--- config.mk ---
export PLATFORM = sky130hd
export DESIGN_NAME = system_reset_control
export DESIGN_NICKNAME = d
export VERILOG_FILES = /design/src/logic/reset_control_pkg.sv /design/src/logic/reset_pulse_timer.sv /design/src/logic/system_reset_control.sv
export SDC_FILE = /design/constraint.sdc
export NUM_CORES = 1
export LEC_CHECK = 0
export BUFFER_PORTS_ARGS = -buffer_cell sky130_fd_sc_hd__buf_2
export CAP_MARGIN = 30
export CORE_ASPECT_RATIO = 0.75
export CORE_MARGIN = 10
export CORE_UTILIZATION = 34
export CTS_CLUSTER_SIZE = 12
export DETAILED_ROUTE_END_ITERATION = 12
export PLACE_DENSITY = 0.6
export SYNTH_ARGS = -nofsm -noshare
export SYNTH_HDL_FRONTEND = slang
export SYNTH_HIERARCHICAL = 1
export SYNTH_SLANG_ARGS = --single-unit
--- constraint.sdc ---
create_clock -name aclk -period 2.8 [get_ports aclk]
set_clock_uncertainty 0.2 [all_clocks]
set_input_delay 0.14 -clock aclk [delete_from_list [all_inputs] [get_ports aclk]]
set_output_delay 0.14 -clock aclk [all_outputs]
set_load 0.02 [all_outputs]
--- src/logic/reset_control_pkg.sv ---
// Constants for the system reset control block
package reset_control_pkg;
    // Register map: printed offset 0xcf9 is not a multiple of four, so it is an index
    localparam logic [11:0] reset_control_index  = 12'hcf9;
    localparam logic [13:0] reset_control_addr   = {reset_control_index, 2'b00};
    localparam logic [7:0]  reset_control_reset  = 8'h00;
    localparam int          hard_select_pos      = 1;
    localparam int          trigger_pos          = 2;
    // Status register of own choice
    localparam logic [13:0] reset_status_addr    = 14'h0000;
    localparam int          status_hard_pos      = 0;
    localparam int          status_soft_pos      = 1;
    localparam int          status_pgood_pos     = 2;
    // Pulse length
    localparam int          pulse_ns_default     = 160;
    localparam int          clk_period_ps        = 5000;
    localparam int          pulse_cycles_default = (pulse_ns_default * 1000 + clk_period_ps - 1) / clk_period_ps;
    localparam logic [1:0]  resp_okay            = 2'b00;
    localparam logic [1:0]  resp_slverr          = 2'b10;
endpackage : reset_control_pkg

--- src/logic/reset_pulse_timer.sv ---
// Counts out one reset pulse of a fixed length
`timescale 1ns/1ps
`default_nettype none
module reset_pulse_timer #(
    parameter int cycles = 32
) (
    // Clock and reset
    input  wire logic aclk,
    input  wire logic aresetn,
    // Control
    input  wire logic start,
    output var  logic active
);
    localparam int cw = $clog2(cycles + 1);
    logic [cw-1:0] count;
    logic [cw-1:0] next_count;

    always_comb begin
        next_count = count;
        if (start) begin
            next_count = cw'(cycles);
        end else if (count != '0) begin
            next_count = count - cw'(1);
        end
    end

    always_ff @(posedge aclk) begin
        if (!aresetn) begin
            count <= '0;
        end else begin
            count <= next_count;
        end
    end

    assign active = (count != '0);
endmodule : reset_pulse_timer
`default_nettype wire

--- src/logic/system_reset_control.sv ---
// Reset control register and hard/soft reset generation
// Summary of operation
// - Hard reset asserts processor, PCI and ISA resets and the core reset output.
// - Soft reset pulses only the processor warm-restart output.
// - A register write starts a reset only when trigger bit 2 is written from 0 to 1.
// - Bit 1 set selects hard reset, clear selects soft reset.
// - Power-good becoming asserted forces a hard reset regardless of register.
// - Trigger bit 2 always reads as zero.
//
// The AXI4-Lite register port was left to the implementer.
`timescale 1ns/1ps
`default_nettype none
module system_reset_control
    import reset_control_pkg::*;
#(
    parameter int pulse_cycles = pulse_cycles_default
) (
    // Clock and reset
    input  wire logic        aclk,
    input  wire logic        aresetn,
    // AXI4-Lite write address
    input  wire logic [13:0] s_axi_awaddr,
    input  wire logic        s_axi_awvalid,
    output var  logic        s_axi_awready,
    // AXI4-Lite write data
    input  wire logic [31:0] s_axi_wdata,
    input  wire logic [3:0]  s_axi_wstrb,
    input  wire logic        s_axi_wvalid,
    output var  logic        s_axi_wready,
    // AXI4-Lite write response
    output var  logic [1:0]  s_axi_bresp,
    output var  logic        s_axi_bvalid,
    input  wire logic        s_axi_bready,
    // AXI4-Lite read address
    input  wire logic [13:0] s_axi_araddr,
    input  wire logic        s_axi_arvalid,
    output var  logic        s_axi_arready,
    // AXI4-Lite read data
    output var  logic [31:0] s_axi_rdata,
    output var  logic [1:0]  s_axi_rresp,
    output var  logic        s_axi_rvalid,
    input  wire logic        s_axi_rready,
    // System pins
    input  wire logic        power_good_in,
    output var  logic        processor_hard_reset_out,
    output var  logic        pci_bus_reset_out_n,
    output var  logic        isa_bus_reset_drive,
    output var  logic        processor_init_out,
    output var  logic        core_reset_out
);
    // ------------------------------------------------------------
    // Bus slave
    // ------------------------------------------------------------
    logic        aw_held, next_aw_held;
    logic        w_held, next_w_held;
    logic [13:0] aw_addr, next_aw_addr;
    logic [31:0] w_data, next_w_data;
    logic [3:0]  w_strb, next_w_strb;
    logic        bvalid, next_bvalid;
    logic [1:0]  bresp, next_bresp;
    logic        rvalid, next_rvalid;
    logic [1:0]  rresp, next_rresp;
    logic [31:0] rdata, next_rdata;
    logic        wr_fire;
    logic        ctrl_hit;

    // ------------------------------------------------------------
    // Register and reset state
    // ------------------------------------------------------------
    logic       hard_sel, next_hard_sel;
    logic       trig, next_trig;
    logic       pgood_d, next_pgood_d;
    logic       hard_start, soft_start;
    logic       hard_active, soft_active;
    logic [2:0] status, next_status;

    always_comb begin
        next_aw_held = aw_held;
        next_w_held  = w_held;
        next_aw_addr = aw_addr;
        next_w_data  = w_data;
        next_w_strb  = w_strb;
        next_bvalid  = bvalid;
        next_bresp   = bresp;
        next_rvalid  = rvalid;
        next_rresp   = rresp;
        next_rdata   = rdata;
        if (s_axi_awvalid && !aw_held) begin
            next_aw_held = 1'b1;
            next_aw_addr = s_axi_awaddr;
        end
        if (s_axi_wvalid && !w_held) begin
            next_w_held = 1'b1;
            next_w_data = s_axi_wdata;
            next_w_strb = s_axi_wstrb;
        end
        wr_fire  = aw_held && w_held && !bvalid;
        ctrl_hit = ({aw_addr[13:2], 2'b00} == reset_control_addr);
        if (wr_fire) begin
            next_aw_held = 1'b0;
            next_w_held  = 1'b0;
            next_bvalid  = 1'b1;
            next_bresp   = (ctrl_hit || aw_addr[13:2] == reset_status_addr[13:2]) ? resp_okay : resp_slverr;
        end else if (bvalid && s_axi_bready) begin
            next_bvalid = 1'b0;
        end
        if (s_axi_arvalid && !rvalid) begin
            next_rvalid = 1'b1;
            next_rresp  = resp_okay;
            next_rdata  = '0;
            if (s_axi_araddr[13:2] == reset_control_addr[13:2]) begin
                // Trigger bit never reads back
                next_rdata[hard_select_pos] = hard_sel;
            end else if (s_axi_araddr[13:2] == reset_status_addr[13:2]) begin
                next_rdata[2:0] = status;
            end else begin
                next_rresp = resp_slverr;
            end
        end else if (rvalid && s_axi_rready) begin
            next_rvalid = 1'b0;
        end
    end

    always_ff @(posedge aclk) begin
        if (!aresetn) begin
            aw_held <= 1'b0;
            w_held  <= 1'b0;
            aw_addr <= '0;
            w_data  <= '0;
            w_strb  <= '0;
            bvalid  <= 1'b0;
            bresp   <= resp_okay;
            rvalid  <= 1'b0;
            rresp   <= resp_okay;
            rdata   <= '0;
            s_axi_awready <= 1'b1;
            s_axi_wready  <= 1'b1;
            s_axi_arready <= 1'b1;
        end else begin
            aw_held <= next_aw_held;
            w_held  <= next_w_held;
            aw_addr <= next_aw_addr;
            w_data  <= next_w_data;
            w_strb  <= next_w_strb;
            bvalid  <= next_bvalid;
            bresp   <= next_bresp;
            rvalid  <= next_rvalid;
            rresp   <= next_rresp;
            rdata   <= next_rdata;
            // Write readies registered from the next hold state, read ready from the next read valid
            s_axi_awready <= !next_aw_held;
            s_axi_wready  <= !next_w_held;
            s_axi_arready <= !next_rvalid;
        end
    end

    assign s_axi_bvalid  = bvalid;
    assign s_axi_bresp   = bresp;
    assign s_axi_rvalid  = rvalid;
    assign s_axi_rresp   = rresp;
    assign s_axi_rdata   = rdata;

    // ------------------------------------------------------------
    // Reset control register and triggers
    // ------------------------------------------------------------
    always_comb begin
        next_hard_sel = hard_sel;
        next_trig     = trig;
        next_pgood_d  = power_good_in;
        next_status   = status;
        hard_start    = 1'b0;
        soft_start    = 1'b0;
        if (wr_fire && ctrl_hit && w_strb[0]) begin
            next_hard_sel = w_data[hard_select_pos];
            next_trig     = w_data[trigger_pos];
            if (w_data[trigger_pos] && !trig) begin
                hard_start = w_data[hard_select_pos];
                soft_start = !w_data[hard_select_pos];
            end
        end
        if (power_good_in && !pgood_d) begin
            hard_start = 1'b1;
        end
        if (wr_fire && aw_addr[13:2] == reset_status_addr[13:2] && w_strb[0]) begin
            next_status = status & ~w_data[2:0];
        end
        // Set wins over clear
        if (hard_start) begin
            next_status[status_hard_pos] = 1'b1;
        end
        if (soft_start) begin
            next_status[status_soft_pos] = 1'b1;
        end
        if (power_good_in && !pgood_d) begin
            next_status[status_pgood_pos] = 1'b1;
        end
        if (hard_active) begin
            // Register returns to default with the core
            next_hard_sel = 1'b0;
            next_trig     = 1'b0;
        end
    end

    always_ff @(posedge aclk) begin
        if (!aresetn) begin
            hard_sel <= reset_control_reset[hard_select_pos];
            trig     <= reset_control_reset[trigger_pos];
            pgood_d  <= 1'b0;
            status   <= '0;
        end else begin
            hard_sel <= next_hard_sel;
            trig     <= next_trig;
            pgood_d  <= next_pgood_d;
            status   <= next_status;
        end
    end

    // ------------------------------------------------------------
    // Pulse timers and outputs
    // ------------------------------------------------------------
    reset_pulse_timer #(.cycles(pulse_cycles)) hard_timer (
        .aclk    (aclk),
        .aresetn (aresetn),
        .start   (hard_start),
        .active  (hard_active)
    );

    reset_pulse_timer #(.cycles(pulse_cycles)) soft_timer (
        .aclk    (aclk),
        .aresetn (aresetn),
        .start   (soft_start && !hard_active && !hard_start),
        .active  (soft_active)
    );

    always_ff @(posedge aclk) begin
        if (!aresetn) begin
            processor_hard_reset_out <= 1'b0;
            pci_bus_reset_out_n      <= 1'b1;
            isa_bus_reset_drive      <= 1'b0;
            core_reset_out           <= 1'b0;
            processor_init_out       <= 1'b0;
        end else begin
            processor_hard_reset_out <= hard_active;
            pci_bus_reset_out_n      <= !hard_active;
            isa_bus_reset_drive      <= hard_active;
            core_reset_out           <= hard_active;
            processor_init_out       <= soft_active;
        end
    end
endmodule : system_reset_control
`default_nettype wire

==> flow_metrics.env <==
export IMPL_status="finished, final reports clean"
export IMPL_final_setup_tns_ns=0
export IMPL_grt_overflow_total=0
export IMPL_drt_iter0_drc=67
export IMPL_path_max_fanout=5
export IMPL_nFillCells=686
export IMPL_design_area_mm2=0.00290
export IMPL_setup_violations=0
export IMPL_holdPathStages=4
export IMPL_fin_cells=423
export IMPL_num_vias=1885
export IMPL_seq_power_share_pct=40.6
export IMPL_post_synth_main_area_contributors="dfxtp_1 41%, buf_4 10%, nand2_1 4.9%"
export IMPL_cp_start_kind="flip-flop"
export IMPL_antenna_left=0
export IMPL_rows=26
export IMPL_firstDrtPassIters=4
export IMPL_worst_slew_pin_slew_ns=0.686
export IMPL_rr_startpoint="hard_timer/count[0]$_SDFFE_PP0P_"
export IMPL_ctsHoldBuffers=22
export IMPL_max_cap_viol_count=0
export IMPL_synth_cell_types=40
export IMPL_layout_drive_gt1_share_pct=21.2
export IMPL_fmax_mhz=438
export IMPL_whs_ns=0.0295
export IMPL_htree_levels=2
export IMPL_leakagePower_nw=1.26
export IMPL_insertion_delay_ns=0.30
export IMPL_drc_errors=0
export IMPL_hold_path_class="input pin to flip-flop"
export IMPL_numCtsBuffers=5
export IMPL_drv_slew=0
export IMPL_drt_total_wl_mm=5.26
export IMPL_path_clk_slew_ns=0.09
export IMPL_yosys_warnings=6
export IMPL_initial_utilization_pct=35.0
export IMPL_ys_ff_latch=49
export IMPL_cts_post_setup_buffers_inserted=0
export IMPL_core_mm2=0.00683
export IMPL_cts_tree="done"
export IMPL_cp_required_ns=2.79
export IMPL_die_area_mm2=0.0108
export IMPL_fin_ws_ns=0.519
export IMPL_port_buffers=50
export IMPL_grt_pass1_vias=1892
export IMPL_gp_congestion=0.819
export IMPL_maxSlewHeadroom_pct=54.2
export IMPL_holdPathEnd="s_axi_rdata[2]$_SDFFE_PN0P_"
export IMPL_ir_drop_mv=0.298
export IMPL_avgSynthCellArea_um2=8.92
export IMPL_timing_final_crit_share_pct=81.5
export IMPL_area_growth_pct=21.4
export IMPL_globalRouteTotalUtil_pct=9.90
export IMPL_post_place_ws_ns=0.508
export IMPL_cp_arrival_ns=2.27
export IMPL_placed_cell_area_mm2=0.00260
export IMPL_syn_area_mm2=0.00239
export IMPL_hold_viol_final=0
export IMPL_sw_frac_of_total_pct=37.6
export IMPL_diodes=0
export IMPL_power_switching_mw=0.874
export IMPL_end_kind="flip-flop"
export IMPL_p_clk_share_pct=18.2
export IMPL_reg2reg_depth=8
export IMPL_criticalPathCategory="flip-flop to flip-flop"
export IMPL_cts_buffer_depth=2
export IMPL_p_int_mw=1.45
export IMPL_cts_root_buf="clkbuf_8"
export IMPL_pwr_share_comb_pct=41.2
export IMPL_cts_resized=0
export IMPL_ios=118
export IMPL_wl_per_cell_um=12.4
export IMPL_cts_sinks=49
export IMPL_die_y_um=92.6
export IMPL_grt_max_degree=37
export IMPL_worstHoldStart="s_axi_arvalid"
export IMPL_fin_nets=415
export IMPL_grt_pass1_wl_mm=8.80
export IMPL_synth_top_area_share_pct=41.0
export IMPL_finalCriticalPeriod_ns=2.28
export IMPL_synthCells=268
export IMPL_die_w_um=117
export IMPL_rsz0062_at_grt="no"
export IMPL_powerDensity_mw_per_mm2=802
export IMPL_via_per_inst=4.46
export IMPL_place_inst=394
export IMPL_seq_area_frac_synth_pct=41.0
export IMPL_yosys_area_top_type="dfxtp_1"
export IMPL_r2r_end="soft_timer/count[0]$_SDFFE_PP0P_"
export IMPL_dp_hpwl_mm=3.99
export IMPL_reg2reg_setup_slack_ns=0.52
export IMPL_antenna_found_initial=0
## worst max-delay path by stage
| stage | from | endpoint |
|---|---|---|
| floorplan | aw_addr[11]$_SDFFE_PN0P_ | soft_timer/count[0]$_SDFFE_PP0P_ |
| global placement | hard_timer/count[0]$_SDFFE_PP0P_ | soft_timer/count[0]$_SDFFE_PP0P_ |
| detailed placement | aw_addr[11]$_SDFFE_PN0P_ | soft_timer/count[0]$_SDFFE_PP0P_ |
| CTS | aw_addr[11]$_SDFFE_PN0P_ | soft_timer/count[0]$_SDFFE_PP0P_ |
| global route | hard_timer/count[0]$_SDFFE_PP0P_ | soft_timer/count[4]$_SDFFE_PP0P_ |
| finish | hard_timer/count[0]$_SDFFE_PP0P_ | soft_timer/count[0]$_SDFFE_PP0P_ |
## synth_stat cells (all sizes together)
| master | n |
|---|---|
| dfxtp | 49 |
| buf | 33 |
| nand2 | 31 |
| a21boi | 18 |
| nor3 | 16 |
| inv | 14 |
| nor2 | 12 |
| nor2b | 11 |
| nor4 | 10 |
| a21oi | 7 |
| clkbuf | 6 |
| nand2b | 6 |
| xnor2 | 6 |
| o21ai | 5 |
| ha | 4 |
| mux2i | 4 |
| nand3 | 4 |
| o31ai | 4 |
| a211oi | 3 |
| a31oi | 3 |
| and2 | 3 |
| and3 | 2 |
| and4 | 2 |
| nand4 | 2 |
| nor3b | 2 |
| or2b | 2 |
| or3 | 2 |
| a221oi | 1 |
| and3b | 1 |
| conb | 1 |
| nand3b | 1 |
| nand4b | 1 |
| o211a | 1 |
| or4 | 1 |
## metrics by stage
stage | utilization [%] | power (mW)
final | 42.5 | 2.33
after global routing | 42.5 | 2.50
after CTS | 42.5 | 2.34
after detailed placement | 38.0 | 1.90
after global placement | 38.0 | 1.88
after floorplan | - | 1.76
## routing by layer
metal	routed length (um)	vias to the layer above	global-route usage [%]	part of all wire, %
li1	-	987	-	-
met1	2370	851	11.8	45
met2	2590	39	16.7	49
met3	240	8	3.16	4.6
met4	59	0	2.77	1.1
met5	0	-	0	0
## power by group through the flow
stage          Combinational, mW  Clock (mW)  Sequential, mW
6_report                   0.959       0.425           0.944
5_1_grt                     1.06       0.473           0.967
4_1_cts                    0.967       0.434           0.943
3_5_place_dp               0.937           0           0.959
3_3_place_gp               0.926           0           0.956
2_1_floorplan              0.787           0           0.973
## layout by cell type (no fill, tap or decap), drive strengths merged, types with 5 or more instances in the layout
master        n
dlygate4sd3  22
inv          14
nor4         10
nor3         16
nor2         12
xnor2         6
a21boi       18
nor2b        11
a21oi         7
dfxtp        49
nand2        31
conb         31
clkbuf        7
buf          51
nand2b        6
o21ai         5
## worst max-delay path: stages (launching register included)
cell	delay [ns]
dfxtp_1	0.35
inv_1	0.12
ha_1	0.19
or2b_2	0.37
nor2_8	0.12
inv_2	0.07
nor4_1	0.38
nand2b_1	0.29
nor3_1	0.09
## kinds of logic after synthesis
kind of cell,count (synthesis),share of synthesized area [%]
mux,4,1.67
flops,49,41.0
buf+inv,53,13.5
compound gates,42,12.7
other cells,1,0.157
xor+xnor,6,2.20
fa+ha+maj,4,2.09
simple gates,109,26.6
## flip-flops by register name, summed over array words and instances (netlist names)
| name | cells |
|---|---|
| s_axi_wready | 1 |
| s_axi_bvalid | 1 |
| status | 3 |
| processor_init_out | 1 |
| s_axi_awready | 1 |
| aw_held | 1 |
| aw_addr | 12 |
| w_held | 1 |
| s_axi_bresp | 1 |
| s_axi_rdata | 3 |
| core_reset_out | 1 |
| pgood_d | 1 |
| soft_timer/count | 6 |
| hard_sel | 1 |
| s_axi_rvalid | 1 |
| s_axi_rresp | 1 |
| pci_bus_reset_out_n | 1 |
| trig | 1 |
| hard_timer/count | 6 |
| s_axi_arready | 1 |
| w_data | 3 |
| w_strb | 1 |
## cell type report
class	count	area, um2	area share (%)
Sequential cell	49	981	33.8
Clock buffer	7	86.3	2.97
Inverter	14	52.6	1.81
Tap cell	84	105	3.62
Multi-Input combinational cell	196	1200	41.3
Timing Repair Buffer	73	478	16.5
No activity file was read; power rests on OpenSTA's default activity.
